**config.mk**
```make
export PLATFORM = sky130hd
export DESIGN_NAME = ptc_two_wire_port
export DESIGN_NICKNAME = d
export VERILOG_FILES = /design/src/rtl/ptc_pkg.sv /design/src/rtl/ptc_two_wire_port.sv
export SDC_FILE = /design/constraint.sdc
export NUM_CORES = 1
export LEC_CHECK = 0
export ABC_AREA = 1
export CAP_MARGIN = 20
export CORE_ASPECT_RATIO = 1.2
export CORE_MARGIN = 1.5
export CORE_UTILIZATION = 40
export CTS_BUF_LIST = sky130_fd_sc_hd__clkbuf_4
export CTS_CLUSTER_DIAMETER = 100
export DETAILED_ROUTE_END_ITERATION = 8
export DONT_BUFFER_PORTS = 1
export GPL_TIMING_DRIVEN = 0
export SYNTH_ARGS = -nofsm -noshare
export SYNTH_HDL_FRONTEND = slang
export SYNTH_SLANG_ARGS = --single-unit
```
**constraint.sdc**
```tcl
create_clock -name clock -period 2.4 [get_ports clock]
set_clock_uncertainty 0.15 [all_clocks]
set_input_delay 0.12 -clock clock [delete_from_list [all_inputs] [get_ports clock]]
set_output_delay 0.12 -clock clock [all_outputs]
set_load 0.05 [all_outputs]
```
**src/rtl/ptc_pkg.sv**
```systemverilog
// Purpose: Shared constants and types for the two-wire control port.
// Assumes: 20 MHz system clock, host clock far slower than that.
// Notes: Register offsets are 16-bit register-map addresses.
package ptc_pkg;

  // Seven-bit slave addresses selected by the address strap.
  localparam logic [6:0] PTC_DEV_ADDR_STRAP_LOW = 7'h34;
  localparam logic [6:0] PTC_DEV_ADDR_STRAP_HIGH = 7'h36;

  // Register map.
  localparam logic [15:0] PTC_REG_SERIAL_PORT_CONTROL = 16'h4007;
  localparam int PTC_STEP_BIT = 2;
  localparam logic [15:0] PTC_CTRL_RESET = 16'h0004;
  localparam logic [15:0] PTC_CTRL_WMASK = 16'h0004;
  localparam logic [15:0] PTC_ADDR_STEP = 16'h0001;
  localparam logic [15:0] PTC_ADDR_RESET = 16'h0000;
  localparam logic [15:0] PTC_WORD_RESET = 16'h0000;

  // Serial framing.
  localparam logic [3:0] PTC_BITS_PER_BYTE = 4'h8;
  localparam logic [3:0] PTC_BIT_FIRST = 4'h0;
  localparam logic [3:0] PTC_BIT_STEP = 4'h1;
  localparam logic [7:0] PTC_BYTE_RELEASED = 8'hFF;
  localparam logic [7:0] PTC_BYTE_RESET = 8'h00;

  // Meaning of the byte being received within a frame.
  localparam logic [1:0] PTC_IDX_DEVICE = 2'h0;
  localparam logic [1:0] PTC_IDX_ADDR_HI = 2'h1;
  localparam logic [1:0] PTC_IDX_ADDR_LO = 2'h2;
  localparam logic [1:0] PTC_IDX_DATA = 2'h3;
  localparam logic [1:0] PTC_IDX_STEP = 2'h1;

  typedef enum logic [4:0] {
    PTC_IDLE = 5'h01,
    PTC_RECV = 5'h02,
    PTC_ACK = 5'h04,
    PTC_SEND = 5'h08,
    PTC_MACK = 5'h10
  } ptc_state_t;

  // Request to the device register map.
  typedef struct packed {
    logic wr;
    logic rd;
    logic [15:0] addr;
    logic [15:0] wdata;
  } ptc_reg_req_t;

endpackage

```
**src/rtl/ptc_two_wire_port.sv**
```systemverilog
// Purpose: Two-wire slave control port giving a host access to the 16-bit register map.
// Assumes: Serial pins are asynchronous and oversampled; the map answers a read one cycle later.
// Notes: The four-wire mode is outside this block; the port sits idle while it is selected.
//
// What this block does
// - Low select pin enables two-wire access.
// - Slave only; clock input, data bidirectional.
// - Logic one released, never driven high.
// - Address strap picks 0110100x or 0110110x.
// - Address byte LSB: one read, zero write.
// - After start, shift address byte MSB first.
// - Matching address acknowledged by low data.
// - Mismatch or refused read: idle until start.
// - Stop ends transfer; device returns idle.
// - Misplaced start or stop abandons transfer.
// - 16-bit register address follows slave address.
// - Single and stepped multiple reads, writes.
// - Multiple access needs step bit, 4007h bit2.
// - Address advances after each written word, before each further read word.
// - Every register readable over data pin.
// - Each access carries one 16-bit word.
module ptc_two_wire_port
  import ptc_pkg::*;
(
  input wire logic clock,
  input wire logic resetn,
  input wire logic interface_select_pin,
  input wire logic address_select_pin,
  input wire logic write_only_mode,
  input wire logic serial_clock_pin,
  input wire logic serial_data_in,
  output logic serial_data_out,
  output logic serial_data_oe,
  output ptc_reg_req_t reg_req,
  input wire logic [15:0] reg_rdata,
  output logic address_step_enable
);

  logic scl_m, scl_s, scl_d;
  logic sda_m, sda_s, sda_d;
  logic sel_m, sel_s;
  logic asel_m, asel_s;
  ptc_state_t state;
  logic [3:0] bit_cnt;
  logic [7:0] shreg;
  logic [7:0] hi_byte;
  logic [1:0] byte_idx;
  logic data_lo;
  logic rw;
  logic words_done;
  logic [15:0] tx_word;
  logic [15:0] ctrl;
  logic rd_d1;

  logic scl_rise, scl_fall, start_cond, stop_cond, two_wire;
  logic byte_done, accept, dev_match, fetch_first, fetch_next, fetch_req;
  logic ctrl_hit, word_write;
  logic [6:0] own_addr;
  logic [7:0] tx_byte, next_byte;

  // Both pins pass two flip-flops; the third stage only serves edge detection.
  always_ff @(posedge clock) begin
    if (!resetn) begin
      scl_m <= 1'b1;
      scl_s <= 1'b1;
      scl_d <= 1'b1;
      sda_m <= 1'b1;
      sda_s <= 1'b1;
      sda_d <= 1'b1;
    end else begin
      scl_m <= serial_clock_pin;
      scl_s <= scl_m;
      scl_d <= scl_s;
      sda_m <= serial_data_in;
      sda_s <= sda_m;
      sda_d <= sda_s;
    end
  end

  // Straps are resynchronised too, so a change is seen cleanly.
  always_ff @(posedge clock) begin
    if (!resetn) begin
      sel_m <= 1'b1;
      sel_s <= 1'b1;
      asel_m <= 1'b0;
      asel_s <= 1'b0;
    end else begin
      sel_m <= interface_select_pin;
      sel_s <= sel_m;
      asel_m <= address_select_pin;
      asel_s <= asel_m;
    end
  end

  assign two_wire = ~sel_s;
  assign own_addr = asel_s ? PTC_DEV_ADDR_STRAP_HIGH : PTC_DEV_ADDR_STRAP_LOW;
  assign scl_rise = scl_s & ~scl_d;
  assign scl_fall = ~scl_s & scl_d;
  // Data moving while the clock stays high is a start or a stop.
  assign start_cond = scl_s & scl_d & sda_d & ~sda_s;
  assign stop_cond = scl_s & scl_d & ~sda_d & sda_s;

  assign byte_done = (state == PTC_RECV) && scl_fall && (bit_cnt == PTC_BITS_PER_BYTE);
  assign ctrl_hit = (reg_req.addr == PTC_REG_SERIAL_PORT_CONTROL);
  // The read bit is refused while writes alone are allowed.
  assign dev_match = (shreg[7:1] == own_addr) && !(shreg[0] && write_only_mode);
  // A second word without address stepping is not acknowledged.
  assign accept = !(words_done && !address_step_enable);
  assign word_write = byte_done && (byte_idx == PTC_IDX_DATA) && data_lo && accept;

  // The first read word is fetched during the address acknowledge clock.
  assign fetch_first = (state == PTC_ACK) && scl_rise && rw && (byte_idx == PTC_IDX_DEVICE);
  // Later words are fetched when the master acknowledges a low byte.
  assign fetch_next = (state == PTC_MACK) && scl_rise && !sda_s && data_lo && address_step_enable;
  assign fetch_req = fetch_first | fetch_next;

  // Bytes past a word that may not step are sent as a released line.
  always_comb begin
    tx_byte = data_lo ? tx_word[7:0] : tx_word[15:8];
    if (words_done && !address_step_enable) begin
      tx_byte = PTC_BYTE_RELEASED;
    end
    next_byte = tx_word[7:0];
    if (data_lo) begin
      next_byte = address_step_enable ? tx_word[15:8] : PTC_BYTE_RELEASED;
    end else if (words_done && !address_step_enable) begin
      next_byte = PTC_BYTE_RELEASED;
    end
  end

  // Bit-level protocol engine.
  always_ff @(posedge clock) begin
    if (!resetn) begin
      state <= PTC_IDLE;
      bit_cnt <= PTC_BIT_FIRST;
      shreg <= PTC_BYTE_RESET;
      hi_byte <= PTC_BYTE_RESET;
      byte_idx <= PTC_IDX_DEVICE;
      data_lo <= 1'b0;
      rw <= 1'b0;
      words_done <= 1'b0;
      serial_data_oe <= 1'b0;
    end else if (!two_wire || stop_cond) begin
      state <= PTC_IDLE;
      serial_data_oe <= 1'b0;
    end else if (start_cond) begin
      // A start anywhere restarts address reception, which also serves a repeated start.
      state <= PTC_RECV;
      bit_cnt <= PTC_BIT_FIRST;
      byte_idx <= PTC_IDX_DEVICE;
      data_lo <= 1'b0;
      words_done <= 1'b0;
      serial_data_oe <= 1'b0;
    end else begin
      case (state)
        PTC_IDLE: begin
          serial_data_oe <= 1'b0;
        end
        PTC_RECV: begin
          if (scl_rise && (bit_cnt != PTC_BITS_PER_BYTE)) begin
            shreg <= {shreg[6:0], sda_s};
            bit_cnt <= bit_cnt + PTC_BIT_STEP;
          end else if (byte_done) begin
            if (byte_idx == PTC_IDX_DEVICE) begin
              if (dev_match) begin
                rw <= shreg[0];
                state <= PTC_ACK;
                serial_data_oe <= 1'b1;
              end else begin
                state <= PTC_IDLE;
              end
            end else begin
              state <= PTC_ACK;
              serial_data_oe <= accept;
              if (byte_idx == PTC_IDX_DATA && accept) begin
                hi_byte <= shreg;
                data_lo <= ~data_lo;
                if (data_lo) begin
                  words_done <= 1'b1;
                end
              end
            end
            if (!rw || byte_idx == PTC_IDX_DEVICE) begin
              if (byte_idx != PTC_IDX_DATA && (byte_idx != PTC_IDX_DEVICE || !shreg[0])) begin
                byte_idx <= byte_idx + PTC_IDX_STEP;
              end
            end
          end
        end
        PTC_ACK: begin
          if (scl_fall) begin
            bit_cnt <= PTC_BIT_FIRST;
            if (rw) begin
              state <= PTC_SEND;
              serial_data_oe <= ~tx_byte[7];
            end else begin
              state <= PTC_RECV;
              serial_data_oe <= 1'b0;
            end
          end
        end
        PTC_SEND: begin
          if (scl_rise) begin
            bit_cnt <= bit_cnt + PTC_BIT_STEP;
          end else if (scl_fall) begin
            if (bit_cnt == PTC_BITS_PER_BYTE) begin
              state <= PTC_MACK;
              serial_data_oe <= 1'b0;
            end else begin
              // Only a zero is driven; a one leaves the pull-up in charge.
              serial_data_oe <= ~tx_byte[~bit_cnt[2:0]];
            end
          end
        end
        PTC_MACK: begin
          if (scl_rise && sda_s) begin
            state <= PTC_IDLE;
          end else if (scl_fall) begin
            state <= PTC_SEND;
            bit_cnt <= PTC_BIT_FIRST;
            data_lo <= ~data_lo;
            if (data_lo) begin
              words_done <= 1'b1;
            end
            serial_data_oe <= ~next_byte[7];
          end
        end
        default: begin
          state <= PTC_IDLE;
          serial_data_oe <= 1'b0;
        end
      endcase
    end
  end

  // The data pin is open drain: its output value is a constant low.
  always_ff @(posedge clock) begin
    if (!resetn) begin
      serial_data_out <= 1'b0;
    end else begin
      serial_data_out <= 1'b0;
    end
  end

  // Register address: loaded high byte first, then stepped after each written word and before each further read word.
  always_ff @(posedge clock) begin
    if (!resetn) begin
      reg_req.addr <= PTC_ADDR_RESET;
    end else if (byte_done && accept && !rw && byte_idx == PTC_IDX_ADDR_HI) begin
      reg_req.addr[15:8] <= shreg;
    end else if (byte_done && accept && !rw && byte_idx == PTC_IDX_ADDR_LO) begin
      reg_req.addr[7:0] <= shreg;
    end else if ((reg_req.wr || word_write && ctrl_hit) && address_step_enable) begin
      reg_req.addr <= reg_req.addr + PTC_ADDR_STEP;
    end else if (fetch_next) begin
      reg_req.addr <= reg_req.addr + PTC_ADDR_STEP;
    end
  end

  // Write and read strobes to the register map, one cycle each.
  always_ff @(posedge clock) begin
    if (!resetn) begin
      reg_req.wr <= 1'b0;
      reg_req.rd <= 1'b0;
      reg_req.wdata <= PTC_WORD_RESET;
      rd_d1 <= 1'b0;
    end else begin
      reg_req.wr <= word_write && !ctrl_hit;
      reg_req.rd <= fetch_req;
      rd_d1 <= reg_req.rd;
      if (word_write) begin
        reg_req.wdata <= {hi_byte, shreg};
      end
    end
  end

  // Read word capture; the local control register answers for its own address.
  always_ff @(posedge clock) begin
    if (!resetn) begin
      tx_word <= PTC_WORD_RESET;
    end else if (rd_d1) begin
      tx_word <= ctrl_hit ? ctrl : reg_rdata;
    end
  end

  // Serial port control register; only the step bit is implemented.
  always_ff @(posedge clock) begin
    if (!resetn) begin
      ctrl <= PTC_CTRL_RESET;
    end else if (word_write && ctrl_hit) begin
      ctrl <= {hi_byte, shreg} & PTC_CTRL_WMASK;
    end
  end

  always_ff @(posedge clock) begin
    if (!resetn) begin
      address_step_enable <= PTC_CTRL_RESET[PTC_STEP_BIT];
    end else begin
      address_step_enable <= ctrl[PTC_STEP_BIT];
    end
  end

endmodule // ptc_two_wire_port

```
==> impl_metrics.py <==
metrics = {
    "run_status": {
        "status": "finished clean",
    },
    "floorplanning": {
        "die_w_um": 101,
        "die-height_um": 121,
        "pin_count": 60,
        "initial_core_util_pct": 41.4,
        "fp.coreArea_sq_mm": 0.0111,
        "dieArea_sq_mm": 0.0122,
        "row_count": 42,
    },
    "logic_synthesis": {
        "synth_most_common_cell": "nand2_1",
        "synth.largest_area_cell": "dfxtp_1",
        "synthTopCellsByCount": "nand2_1 (131), dfxtp_1 (94), nand3_1 (76)",
        "avgSynthCellArea_sq_um": 6.94,
        "synth_cell_types": 36,
        "yosys-top-cells-area": "dfxtp_1 (41%), nand2_1 (11%), nand3_1 (8.2%)",
        "synth_top_cell_area_share_pct": 40.8,
        "synth-seq-area-share_pct": 40.8,
        "ys.flop_type": "dfxtp_1",
        "ys_async_sr_fraction_pct": 0,
        "synth-edff-count": 0,
        "postSynthCellCount": 664,
        "netlist_area_sq_mm": 0.00461,
        "yosysWarnings": 0,
        "synth_seq_cells": 94,
        "synth_nets": 694,
    },
    "global_routing": {
        "grt_pass1_vias": 4295,
        "grt_max_degree": 18,
        "grt_usage_pct": 21.6,
        "grt.overflow.total": 0,
        "top_usage_layer": "met2",
        "met1_usage_pct": 25.4,
        "grt_pass1_wl_um": 20700,
        "grt_util_met3_pct": 4.10,
        "grtUsageMet2_pct": 38.8,
        "antenna_found_initial": 0,
    },
    "power_and_ir_drop": {
        "ir_drop_mv": 0.378,
        "finalPower_mw": 2.59,
        "leakage_nw": 2.11,
        "p_int_mw": 1.94,
        "power_density_mw_per_mm2": 492,
        "switching_share_pct": 25.1,
        "combPwrFrac_pct": 4.0,
        "seqPwrFrac_pct": 60.6,
        "clkPwrFrac_pct": 35.4,
        "p_sw_mw": 0.651,
    },
    "place": {
        "dp_hpwl_um": 9380,
        "gp_congestion": 0.882,
        "portBuffers": 0,
    },
    "critical_path": {
        "cp.arrival_ns": 2.40,
        "critical_path_class": "register to register",
        "path_common_cell": "nand2_1",
        "crit_fanout": 9,
        "crit_chain": "ha_1 > nand2_1 > inv_1 > nand4_1 > nor2_2 > nand2_1 > nand2_1 > nand2_1 > nand3_4 > nand2_2 > nand2_1 > a21oi_1",
        "cpMaxStageDelayCell": "dfxtp_4",
        "end_kind": "register",
        "reg2reg_slack_ns": 0.18,
        "required_ns": 2.58,
        "cp-start-kind": "register",
        "cp_slowest_stage_delay_ns": 0.49,
    },
    "sta": {
        "max_freq_ghz": 0.450,
        "slew_viol_final": 0,
        "rsz0062_at_grt": "false",
        "tightestPinTransition_ns": 0.697,
        "slew_headroom_pct": 53.5,
        "period_share_pct": 92.6,
        "layout_min_cycle_time_ns": 2.22,
        "setup_tns_ns": 0,
        "hold_viol": 0,
        "setup_viol": 0,
    },
    "worst_hold_path": {
        "hp-class": "primary input to register",
    },
    "finish": {
        "ff_latch_area_sq_mm": 0.00190,
        "drive_above_1_share_pct": 9.96,
        "nNetsFinal": 728,
        "syn2layout_area_growth_pct": 14.1,
        "antenna_cells": 0,
        "n_fill_cell": 1178,
        "multi_input_area_sq_mm": 0.00239,
        "final_util_pct": 47.2,
    },
    "detailed_routing": {
        "vias": 4450,
        "dr.pass1.iters": 4,
        "drc": 0,
        "antenna_left": 0,
        "avgViaCountPerCell": 5.19,
        "detail_route.wl_per_cell_um": 14.3,
        "drt_iter0_drc": 235,
        "wl_um": 12300,
    },
    "cts": {
        "clockBufferDepth": 2,
        "clk_latency_ns": 0.46,
        "clock-root-buffer": "clkbuf_4",
        "clk_pin_slew_ns": 0.15,
        "cts_inserted_buffers": 9,
        "clkSinkCount": 94,
        "h-tree-depth": 3,
        "cts_tree": "built",
    },
    "job": {
        "cap_violations": 0,
    },
}
[layout by cell type (no fill, tap or decap), types with 2 or more instances in the layout]
cell type	count
xor2_1	11
buf_4	4
o21ai_0	59
nor3b_1	3
nand2_2	4
inv_2	6
nand3_1	73
nand3_2	4
nand2_1	131
dfxtp_2	9
ha_1	7
nor2_4	2
nand4_1	8
nand3_4	2
inv_6	3
nor3_1	16
dfxtp_4	3
inv_1	63
clkbuf_1	20
dlygate4sd3_1	21
o21ai_1	9
o211ai_1	3
dfxtp_1	82
nor2_2	4
nor2_1	62
nor4_1	2
or2_2	7
a211oi_1	10
a21oi_1	46
clkbuf_4	9
[timing repair]
item,CTS,global route
setup buffers,2,2
hold endpoints to repair,58,0
gates resized for setup,11,19
hold buffers,21,0
cloned,0,0
setup endpoints to repair,38,43
pin swaps,1,2
[cell type report]
type | instances | area share (%)
inverter | 71 | 5.11
sequential | 94 | 36.2
buffer | 25 | 2.04
clock buffer | 9 | 1.28
multi-input combinational | 472 | 45.4
clock inverter | 7 | 1.52
timing repair buffer | 25 | 4.80
tap | 154 | 3.66
[power by group through the flow]
stage,combinational [mW],sequential [mW],clock (mW)
6_report,0.104,1.57,0.917
3_5_place_dp,0.0753,1.61,0
2_1_floorplan,0.0542,1.61,0
3_3_place_gp,0.0740,1.61,0
5_1_grt,0.116,1.57,1.02
4_1_cts,0.103,1.57,0.942
[metal layers]
layer,vias to the layer above,share of wire [%]
met5,-,0
met4,0,1.9
met3,19,3.9
met2,113,51
met1,2062,43
li1,2256,-
[per-stage QoR]
step	area, sq um	instances	hold WS (ns)	setup slack (ns)
floorplan	4610	664	0.0676	0.208
global placement	4800	818	0.0804	-0.312
detailed placement	4800	818	0.0794	-0.357
CTS	5200	855	0.0249	0.00865
global route	5260	857	0.0775	0.00385
finish	5260	857	0.0481	0.178
[cells by family after synthesis]
group	after synthesis	share of synthesized area [%]
AO/OA/AOI/OAI	130	14.9
other	1	0.0813
AND/OR/NAND/NOR	322	31.8
adder cells (fa/ha/maj)	7	1.90
flip-flops	94	40.8
XOR/XNOR	12	2.28
buffers and inverters	98	8.22
[flip-flops by register name (all words and copies together), names as in the netlist, 2 cells and up]
name and count:
state 5, hi_byte 8, reg_req 34, byte_idx 2
bit_cnt 4, tx_word 16, shreg 8
[path summary, 6_finish.rpt]
kind                         from           to  depth (start not counted)
setup / recovery      reg_req[16]  reg_req[26]                         12
hold / removal    write_only_mode           rw                          7
setup reg to reg      reg_req[16]  reg_req[26]                         12
hold reg to reg             sel_m        sel_s                          1
[critical path: cells and delay by family (launching register included)]
family	cells	cell delay, ns
and+or+nand+nor	9	1.05
buffers and inverters	1	0.14
DFF	1	0.49
adders and majority gates	1	0.20
AOI/OAI and AO/OA	1	0.07
Note: power is estimated with default switching activity, not from simulation.
